File: config.mk
export PLATFORM = sky130hd
export DESIGN_NAME = pram_fifo_engine
export DESIGN_NICKNAME = d
export VERILOG_FILES = /design/src/core/pram_fifo_pkg.sv /design/src/core/pram_fifo_engine.sv
export SDC_FILE = /design/constraint.sdc
export NUM_CORES = 2
export LEC_CHECK = 0
export BUFFER_PORTS_ARGS = -buffer_cell sky130_fd_sc_hd__buf_2
export CAP_MARGIN = 0
export CORE_ASPECT_RATIO = 1.5
export CORE_MARGIN = 4
export CORE_UTILIZATION = 45
export CTS_CLUSTER_SIZE = 20
export DETAILED_ROUTE_END_ITERATION = 12
export PLACE_DENSITY_LB_ADDON = 0.25
export SYNTH_ARGS = -nofsm -noshare
export SYNTH_HDL_FRONTEND = slang
export SYNTH_SLANG_ARGS = --single-unit
export TNS_END_PERCENT = 1
File: constraint.sdc
create_clock -name mclk_i -period 5.1 [get_ports mclk_i]
set_input_delay 0 -clock mclk_i [delete_from_list [all_inputs] [get_ports mclk_i]]
set_output_delay 0 -clock mclk_i [all_outputs]
set_load 0.02 [all_outputs]
File: src/core/pram_fifo_pkg.sv
/*
  Constants, field layouts and carrier structs for the process RAM
  FIFO transfer engine.
  Assumes a host bus with a 12-bit byte address and one-cycle strobes,
  and a process RAM port that returns read data one cycle after a read.
*/
package pram_fifo_pkg;

  // Geometry
  localparam int unsigned DATA_W     = 32;
  localparam int unsigned FIFO_DEPTH = 16;
  localparam int unsigned PTR_W      = 4;
  localparam int unsigned CNT_W      = 5;
  localparam logic [CNT_W-1:0] FIFO_FULL_CNT = 5'h10;

  // Host bus register map, byte offsets
  localparam logic [11:0] RD_PORT_OFS  = 12'h000;
  localparam logic [11:0] WR_PORT_OFS  = 12'h020;
  localparam logic [11:0] PORT_MASK    = 12'hfe0;
  localparam logic [11:0] RD_SPAN_OFS  = 12'h308;
  localparam logic [11:0] RD_CMD_OFS   = 12'h30c;
  localparam logic [11:0] WR_SPAN_OFS  = 12'h310;
  localparam logic [11:0] WR_CMD_OFS   = 12'h314;

  // Span register fields: byte pointer low, byte count high
  localparam int unsigned SPAN_PTR_LSB = 0;
  localparam int unsigned SPAN_LEN_LSB = 16;

  // Command register fields
  localparam int unsigned CMD_BUSY_BIT   = 31;
  localparam int unsigned CMD_CANCEL_BIT = 30;
  localparam int unsigned CMD_FLAG_BIT   = 0;
  localparam int unsigned CMD_CNT_LSB    = 8;

  // Reset values
  localparam logic [15:0] PTR_RESET  = 16'h0000;
  localparam logic [15:0] LEN_RESET  = 16'h0000;
  localparam logic [31:0] DATA_RESET = 32'h0000_0000;

  // One transfer direction: span register plus progress state
  typedef struct packed {
    logic        busy;
    logic        pend;
    logic [15:0] ptr;
    logic [15:0] len;
  } xfer_t;

  // One 16 x 32 FIFO
  typedef struct packed {
    logic [FIFO_DEPTH-1:0][DATA_W-1:0] mem;
    logic [PTR_W-1:0]                  head;
    logic [PTR_W-1:0]                  tail;
    logic [CNT_W-1:0]                  count;
  } fifo_t;

  // Host bus request
  typedef struct packed {
    logic              rd;
    logic              wr;
    logic [11:0]       addr;
    logic [DATA_W-1:0] wdata;
  } host_req_t;

  // Process RAM request, word granular with byte enables
  typedef struct packed {
    logic              rd;
    logic              wr;
    logic [13:0]       waddr;
    logic [3:0]        be;
    logic [DATA_W-1:0] wdata;
  } pram_req_t;

  // Whole state of the engine
  typedef struct packed {
    xfer_t             rd;
    xfer_t             wr;
    fifo_t             rf;
    fifo_t             wf;
    pram_req_t         pram;
    logic              rtn;
    logic [DATA_W-1:0] rdata;
  } state_t;

endpackage

File: src/core/pram_fifo_engine.sv
/*
  Process RAM FIFO transfer engine: moves process data between the
  process RAM and the local host through a read FIFO and a write FIFO.
  Assumes host strobes are synchronous one-cycle pulses on mclk_i and
  that the process RAM answers a read one cycle after pram_o.rd.
*/
module pram_fifo_engine (
  input  wire logic                    mclk_i,
  input  wire logic                    rst_n_i,
  input  wire logic                    fifo_direct_i,
  input  wire pram_fifo_pkg::host_req_t host_i,
  output logic [31:0]                  host_rdata_o,
  output pram_fifo_pkg::pram_req_t     pram_o,
  input  wire logic [31:0]             pram_rdata_i
);

  pram_fifo_pkg::state_t s;
  pram_fifo_pkg::state_t next_s;

  // Valid lanes of the word at byte pointer lo with len bytes left;
  // one formula covers first, middle, last and single-word cases
  function automatic logic [3:0] lanes(input logic [1:0] lo,
                                       input logic [15:0] len);
    logic [15:0] room;
    logic [15:0] hi;
    lanes = 4'h0;
    room  = 16'h0004 - {14'h0000, lo};
    hi    = (len >= room) ? 16'h0003 : {14'h0000, lo} + len - 16'h0001;
    for (int i = 0; i < 4; i++) begin
      if (i >= int'(lo) && i <= int'(hi)) begin
        lanes[i] = 1'b1;
      end
    end
  endfunction

  // Bytes of the transfer held in the word at byte pointer lo
  function automatic logic [15:0] taken(input logic [1:0] lo,
                                        input logic [15:0] len);
    logic [15:0] room;
    room  = 16'h0004 - {14'h0000, lo};
    taken = (len < room) ? len : room;
  endfunction

  // Status word of a command register
  function automatic logic [31:0] cmd_word(input logic busy,
                                           input logic flag,
                                           input logic [4:0] cnt);
    cmd_word = 32'h0000_0000;
    cmd_word[pram_fifo_pkg::CMD_BUSY_BIT] = busy;
    cmd_word[pram_fifo_pkg::CMD_FLAG_BIT] = flag;
    cmd_word[pram_fifo_pkg::CMD_CNT_LSB +: 5] = cnt;
  endfunction

  logic        rd_port_hit;
  logic        wr_port_hit;
  logic        reg_ok;
  logic        rd_pop;
  logic        rd_push;
  logic        wr_push;
  logic        wr_drain;
  logic        wr_go;
  logic [4:0]  wr_free;
  logic [15:0] step;
  logic [31:0] reg_rdata;

  // Address decode; aliases only compare the upper address bits
  always_comb begin
    reg_ok      = !fifo_direct_i;
    rd_port_hit = host_i.rd && (fifo_direct_i ||
                  (host_i.addr & pram_fifo_pkg::PORT_MASK) ==
                  pram_fifo_pkg::RD_PORT_OFS);
    wr_port_hit = host_i.wr && (fifo_direct_i ||
                  (host_i.addr & pram_fifo_pkg::PORT_MASK) ==
                  pram_fifo_pkg::WR_PORT_OFS);
    wr_free     = pram_fifo_pkg::FIFO_FULL_CNT - s.wf.count;
    // The RAM port carries one access a cycle; a draining write wins
    wr_go       = s.wr.busy && s.wr.len != 16'h0000 &&
                  s.wf.count != 5'h00;
  end

  // Register read mux; unmapped offsets and cancel bits read as zero
  always_comb begin
    reg_rdata = pram_fifo_pkg::DATA_RESET;
    if (reg_ok) begin
      case (host_i.addr)
        pram_fifo_pkg::RD_SPAN_OFS: reg_rdata = {s.rd.len, s.rd.ptr};
        pram_fifo_pkg::WR_SPAN_OFS: reg_rdata = {s.wr.len, s.wr.ptr};
        pram_fifo_pkg::RD_CMD_OFS:
          reg_rdata = cmd_word(s.rd.busy, s.rf.count != 5'h00,
                               s.rf.count);
        pram_fifo_pkg::WR_CMD_OFS:
          reg_rdata = cmd_word(s.wr.busy, wr_free != 5'h00,
                               wr_free);
        default: reg_rdata = pram_fifo_pkg::DATA_RESET;
      endcase
    end
  end

  // Next state of the whole engine
  always_comb begin
    next_s       = s;
    next_s.pram  = '0;
    next_s.rtn   = s.pram.rd;
    step         = 16'h0000;
    rd_pop       = 1'b0;
    rd_push      = 1'b0;
    wr_push      = 1'b0;
    wr_drain     = 1'b0;
    next_s.rdata = host_i.rd ? reg_rdata : s.rdata;

    // Host pops the read FIFO; every alias pops one whole word.
    // An empty pop returns zero and moves nothing.
    if (rd_port_hit) begin
      next_s.rdata = pram_fifo_pkg::DATA_RESET;
      if (s.rf.count != 5'h00) begin
        rd_pop       = 1'b1;
        next_s.rdata = s.rf.mem[s.rf.head];
        next_s.rf.head = s.rf.head + 4'h1;
      end
    end

    // RAM read data returns one cycle after the request; a cancelled
    // request has pend cleared, so its late data is dropped
    if (s.rtn && s.rd.pend) begin
      rd_push             = 1'b1;
      next_s.rd.pend      = 1'b0;
      next_s.rf.mem[s.rf.tail] = pram_rdata_i;
      next_s.rf.tail      = s.rf.tail + 4'h1;
    end
    next_s.rf.count = s.rf.count + {4'h0, rd_push} - {4'h0, rd_pop};

    // Read engine issues one word at a time, leaving room in the FIFO
    // for the word still in flight
    // for the word still in flight; it yields the port to a write
    if (s.rd.busy && s.rd.len != 16'h0000 && !s.rd.pend && !wr_go &&
        s.rf.count < pram_fifo_pkg::FIFO_FULL_CNT) begin
      step             = taken(s.rd.ptr[1:0], s.rd.len);
      next_s.pram.rd   = 1'b1;
      next_s.pram.waddr = s.rd.ptr[15:2];
      next_s.pram.be   = lanes(s.rd.ptr[1:0], s.rd.len);
      next_s.rd.pend   = 1'b1;
      next_s.rd.ptr    = {s.rd.ptr[15:2] + 14'h0001, 2'b00};
      next_s.rd.len    = s.rd.len - step;
    end

    // Busy drops on the pop that takes the last word of the transfer
    if (s.rd.busy && s.rd.len == 16'h0000 && !s.rd.pend &&
        rd_pop && s.rf.count == 5'h01) begin
      next_s.rd.busy = 1'b0;
    end

    // Host pushes the write FIFO; a push into a full FIFO is dropped
    if (wr_port_hit && s.wf.count < pram_fifo_pkg::FIFO_FULL_CNT) begin
      wr_push = 1'b1;
      next_s.wf.mem[s.wf.tail] = host_i.wdata;
      next_s.wf.tail = s.wf.tail + 4'h1;
    end

    // Write engine drains one word per cycle, storing only valid lanes
    if (wr_go) begin
      wr_drain           = 1'b1;
      step               = taken(s.wr.ptr[1:0], s.wr.len);
      next_s.pram.wr     = 1'b1;
      next_s.pram.waddr  = s.wr.ptr[15:2];
      next_s.pram.be     = lanes(s.wr.ptr[1:0], s.wr.len);
      next_s.pram.wdata  = s.wf.mem[s.wf.head];
      next_s.wf.head     = s.wf.head + 4'h1;
      next_s.wr.ptr      = {s.wr.ptr[15:2] + 14'h0001, 2'b00};
      next_s.wr.len      = s.wr.len - step;
      if (s.wr.len == step) begin
        next_s.wr.busy = 1'b0;
      end
    end
    next_s.wf.count = s.wf.count + {4'h0, wr_push} - {4'h0, wr_drain};

    // Register writes; they take effect after the engine step above
    if (host_i.wr && reg_ok) begin
      case (host_i.addr)
        pram_fifo_pkg::RD_SPAN_OFS: begin
          next_s.rd.ptr = host_i.wdata[pram_fifo_pkg::SPAN_PTR_LSB +: 16];
          next_s.rd.len = host_i.wdata[pram_fifo_pkg::SPAN_LEN_LSB +: 16];
        end
        pram_fifo_pkg::WR_SPAN_OFS: begin
          next_s.wr.ptr = host_i.wdata[pram_fifo_pkg::SPAN_PTR_LSB +: 16];
          next_s.wr.len = host_i.wdata[pram_fifo_pkg::SPAN_LEN_LSB +: 16];
        end
        pram_fifo_pkg::RD_CMD_OFS: begin
          // Cancel outranks start; both flush stale words
          if (host_i.wdata[pram_fifo_pkg::CMD_CANCEL_BIT]) begin
            next_s.rd.busy = 1'b0;
            next_s.rd.pend = 1'b0;
            next_s.rf      = '0;
            next_s.pram.rd = 1'b0;
          end else if (host_i.wdata[pram_fifo_pkg::CMD_BUSY_BIT] &&
                       !s.rd.busy && s.rd.len != 16'h0000) begin
            next_s.rd.busy = 1'b1;
            next_s.rf      = '0;
          end
        end
        pram_fifo_pkg::WR_CMD_OFS: begin
          if (host_i.wdata[pram_fifo_pkg::CMD_CANCEL_BIT]) begin
            next_s.wr.busy = 1'b0;
            next_s.wf      = '0;
            next_s.pram.wr = 1'b0;
          end else if (host_i.wdata[pram_fifo_pkg::CMD_BUSY_BIT] &&
                       !s.wr.busy && s.wr.len != 16'h0000) begin
            next_s.wr.busy = 1'b1;
            next_s.wf      = '0;
          end
        end
        default: begin
        end
      endcase
    end

    // A cancelled read may not leave a stray request on the RAM port
    if (!next_s.pram.rd && !next_s.pram.wr) begin
      next_s.pram.be    = 4'h0;
      next_s.pram.waddr = 14'h0000;
      next_s.pram.wdata = pram_fifo_pkg::DATA_RESET;
    end
  end

  // Single state register; the FIFO arrays live inside it
  always_ff @(posedge mclk_i or negedge rst_n_i) begin
    if (!rst_n_i) begin
      s <= '0;
    end else begin
      s <= next_s;
    end
  end

  // Outputs straight from flip-flops
  assign host_rdata_o = s.rdata;
  assign pram_o       = s.pram;

endmodule

# After elaboration in Yosys (flattened, before gate mapping)
# Cells that the tools add are included.
[totals] ff_bits=1202 inputBits=81 output_inout_bits=84 elab_cells=215
[op_classes] n_addsub=19 order_cmp=24 n_eq_ne=7 mux=70 reduce_logical=43
[ops] cell="two-way mux 525 bit" count=6
[ops] cell="two-way mux 1084 bit" count=1
[ops] cell="bitwise mux 512 bit" count=2
[ops] cell="two-way mux 512 bit" count=2
[ops] cell="two-way mux 32 bit" count=11
[ops] cell="binary-select mux 32 bit (select 4 bit)" count=2
[ops] cell="demux 32 bit (select 4 bit)" count=2
[ops] cell="case mux 32 bit (4 select lines)" count=1
[ops] cell="less-or-equal comparator 2 x 16 -> 1 bit (first input constant)" count=4
[ops] cell="two-way mux 16 bit" count=4
[ops] cell="two-way mux 51 bit" count=1
[ops] cell="two-way mux 50 bit" count=1
[ops] cell="== test 12 x 10 -> 1 bit (second input constant)" count=4
[ops] cell="two-way mux 35 bit" count=1
[ops] cell="two-way mux 33 bit" count=1
[ops] cell="adder 2 x 16 -> 16 bit" count=2
[ops] cell=">= comparator 16 bit" count=2
[ops] cell="less-or-equal comparator 1 x 16 -> 1 bit (first input constant)" count=2
[ops] cell="< comparator 16 bit" count=2
[ops] cell="nonzero test 16 bit" count=2
[ops] cell="subtractor 16 x 1 -> 16 bit (second input constant)" count=2
[ops] cell="subtractor 16 bit" count=2
[ops] cell="adder 14 x 1 -> 14 bit (second input constant)" count=2
[ops] cell="two-way mux 1 bit" count=28
[ops] cell="23 further kinds" count=76

# Depth between registers and ports, before layout
[logic_depth] depth_word=14 mapped_depth=21

# Least setup slack after synthesis
# Ideal clock, no wire load.
[synth_timing] path_type="reg2reg" start="register s[1151] in the netlist's numbering" end="register s[1145] in the netlist's numbering" setup_ps=65 arrival_ps=4123 slack_ps=912 stages_incl_launch_ff=21 path_cell_list="dfrtp_1 inv_1 ha_1 inv_1 ha_1 nor2b_1 o21a_1 o41ai_1 and2_1 clkbuf_1 nand2_1 o21ai_0 ha_1 inv_1 fa_1 nand2_1 nand3_1 a21oi_1 a21oi_1 a311oi_1 mux2_2"
[synth_rtl] element="from (decl)" line="pram_fifo_engine.sv:17" rtl="pram_fifo_pkg::state_t s;"
[synth_rtl] element="from (signal assigned)" line="pram_fifo_engine.sv:229" rtl="s <= next_s;"

==> impl_metrics.py <==
metrics = {
    "hold_path": {
        "worstHoldPathType": "in2async",
    },
    "floorplanning": {
        "io_pins": 165,
        "die_x_um": 310,
        "die_y_um": 461,
        "initial_core_util_pct": 45.2,
        "core_region_area_sq_um": 136000,
        "rows": 166,
        "dieArea_sq_um": 143000,
    },
    "critical_path": {
        "reg2regPathDepth": 14,
        "cp_max_fo": 7,
        "cp.arrival_ns": 4.75,
        "r2r_setup_slack_ns": 0.95,
        "startpoint_type": "register",
        "worstPathRequired_ns": 5.70,
        "crit_type": "reg2reg",
        "r2r-start": "s[1170]$_DFF_PN0_",
        "end_kind": "register",
        "rr_endpoint": "pram_o[35]$_DFF_PN0_",
    },
    "pwr": {
        "p_seq_share_pct": 43.6,
        "switching_share_pct": 31.4,
        "ir_worst_vdd_mv": 0.347,
        "p_int_uw": 19200,
        "power.density_nw_per_um2": 412,
        "p_switching_uw": 8800,
        "p_leak_uw": 0.0311,
        "power_frac_comb_pct": 23.5,
        "clock_power_share_pct": 32.8,
    },
    "placed_design": {
        "place.gp.congestion": 0.897,
        "portBuffers": 164,
        "dp.cells": 7487,
        "dpl.hpwl_um": 110000,
    },
    "route": {
        "dr_total_vias": 46400,
        "drc": 0,
        "dr.first_iter.drc_count": 4704,
        "ant_nets": 0,
        "wl_per_cell_um": 24.3,
        "wirelength_um": 189000,
        "via_per_inst": 5.96,
        "dr.pass1.iters": 6,
    },
    "sta": {
        "period_needed_ns": 4.15,
        "slew_headroom_pct": 12.6,
        "final-setup-viol-count": 0,
        "fmax_mhz": 241,
        "finalHoldViolCount": 0,
        "slew_viol_final": 0,
        "worst_pin_slew_ns": 1.30,
        "tns_ns": 0,
        "min_period_over_period_pct": 81.5,
        "rsz0062_at_grt": "no",
        "finClkSkew_ns": 0.0442,
    },
    "final_layout": {
        "area_growth_syn_to_layout_pct": 10.4,
        "layout.cells.non_filler": 7788,
        "nets": 6106,
        "drive_above_1_share_pct": 12.7,
    },
    "global_routing": {
        "track_usage_pct": 26.2,
        "grt_max_degree": 222,
        "grt_pass1_wl_um": 290000,
        "grt_remaining_overflow": 0,
        "grt_pass1_vias": 46300,
        "antenna_found_initial": 13,
    },
    "clock_network": {
        "clk_pin_slew_ns": 0.07,
        "htree_levels": 3,
        "cts_setup_buffers": 0,
        "cts_buffers": 117,
        "cts.repair.resized": 0,
        "cts_root_buf": "clkbuf_16",
        "cts_buffer_depth": 3,
        "clkSinkCount": 1202,
        "clock_latency_ns": 0.76,
        "cts_tree": "yes",
    },
    "logic_synthesis": {
        "synth_edf_count": 0,
        "synth_cells": 6108,
        "ys_seq_area_share_pct": 48.8,
        "ys_ff_latch": 1202,
        "synth.area.top_cells": "dfrtp_1, mux2i_1, mux4_2, a21oi_1, nor2_1",
        "async_reset_ff_share_pct": 100,
        "yosysWarnings": 0,
        "synth_area_sq_um": 61600,
        "synth_largest_area_cell": "dfrtp_1",
        "synth.top_cell.area_share_pct": 48.8,
        "synth_cell_types": 72,
        "synth-main-ff-cell": "dfrtp_1",
        "syn_nets": 6291,
        "synth_area_per_cell_sq_um": 10.1,
    },
    "run": {
        "drv_cap": 0,
    },
    "run_status": {
        "outcome": "finished, final reports clean",
    },
}
[logic make-up after synthesis]
group	count (synthesis)	synth area share [%]
XOR/XNOR	71	1.01
adder cells (fa/ha/maj)	102	2.14
AO/OA/AOI/OAI	978	9.13
AND/OR/NAND/NOR	2115	14.7
multiplexers	887	19.0
flip-flops	1202	48.8
buffers and inverters	753	5.24
[metal layers]
metal / global-route usage (%) / part of all wire, %
met4: 9.11 / 3.5
met3: 3.89 / 6.3
met2: 44.5 / 50
met5: 0 / 0.011
met1: 34.4 / 41
[power by group through the flow]
stage	Combinational, uW	Clock [uW]	Sequential (uW)
3_3_place_gp	6430	0	12300
3_5_place_dp	6540	0	12400
2_1_floorplan	4980	0	11800
5_1_grt	7210	9730	12400
6_report	6590	9190	12200
4_1_cts	6600	9360	12200
[synthesized netlist by cell type, types with 40 or more instances]
library cell / n
mux4_2: 224
o22ai_1: 41
clkbuf_1: 471
o21ai_0: 79
ha_1: 96
buf_1: 41
inv_1: 91
buf_2: 62
dfrtp_1: 1202
nor2_1: 756
buf_4: 86
nand3_1: 540
mux2i_1: 660
a21oi_1: 642
a22oi_1: 43
nand2_1: 670
xor2_1: 40
[worst max-delay path: stages, from the launching register on]
cell	delay, ns
dfrtp_1	0.47
inv_1	0.12
ha_1	0.32
inv_1	0.06
ha_1	0.17
inv_1	0.06
fa_1	0.42
o21bai_1	0.26
a31oi_1	0.15
nand2_1	0.12
mux2_1	0.33
or4_4	0.53
a2111oi_4	0.39
or4b_1	0.46
nor3b_1	0.15
[placed cells by master (no fill, tap or decap), drive strengths merged, types with 7 or more instances in the layout]
master	netlist	layout
and3	9	9
a22oi	43	43
nand2	670	670
o221ai	32	32
dlygate4sd3	0	80
diode	0	10
a22o	26	26
clkbuf	471	161
nor2b	23	23
nor4	12	12
o21a	8	8
a211oi	38	38
o21ai	81	81
o22ai	41	41
buf	189	276
xnor2	31	31
xor2	40	40
mux2i	660	660
nand4	17	17
clkinv	0	27
a21oi	642	642
dfrtp	1202	1202
bufinv	0	15
nand3	540	540
nor4b	7	7
a31oi	12	12
mux4	224	224
nor3b	10	10
nor3	25	25
a21o	12	12
or3	10	10
ha	96	96
nand2b	9	9
inv	93	95
nor2	758	758
[timing repair]
action,in CTS,in global routing
hold endpoints to repair,1638,0
hold buffers,81,0
setup endpoints to repair,0,0
[final cells by class]
class | instances | area (sq um)
timing repair buffer | 356 | 2710
clock buffer | 161 | 3330
inverter | 93 | 349
multi-input combinational | 4153 | 28600
tap | 1764 | 2210
antenna | 10 | 25.0
sequential | 1202 | 30100
clock inverter | 49 | 677
fill | 12500 | 68200
[stage by stage]
step / util (%) / setup WS (ns) / hold WS [ns] / area, sq um / total power, uW
after floorplan: - / 0.912 / -0.296 / 61600 / 16800
after global placement: 46.3 / 1.03 / 0.0535 / 63100 / 18700
after detailed placement: 46.3 / 1.04 / 0.0374 / 63100 / 18900
after CTS: 49.9 / 1.00 / 0.0373 / 68000 / 28200
after global routing: 49.9 / 0.613 / 0.100 / 68000 / 29300
final: 49.9 / 0.945 / 0.0734 / 68000 / 28000
[how the worst max path moves through the flow]
stage                                  from                   end
final                     s[1170]$_DFF_PN0_  pram_o[35]$_DFF_PN0_
after global routing      s[1185]$_DFF_PN0_     s[1180]$_DFF_PN0_
after CTS                 s[1185]$_DFF_PN0_     s[1182]$_DFF_PN0_
after detailed placement  s[1185]$_DFF_PN0_     s[1182]$_DFF_PN0_
after global placement    s[1185]$_DFF_PN0_     s[1182]$_DFF_PN0_
after floorplan           s[1151]$_DFF_PN0_     s[1145]$_DFF_PN0_
[sequential cells by signal, indices dropped and copies added (netlist names)]
register and count:
pram_o 52, s 1118, host_rdata_o 32
No activity file was read; power rests on OpenSTA's default activity.
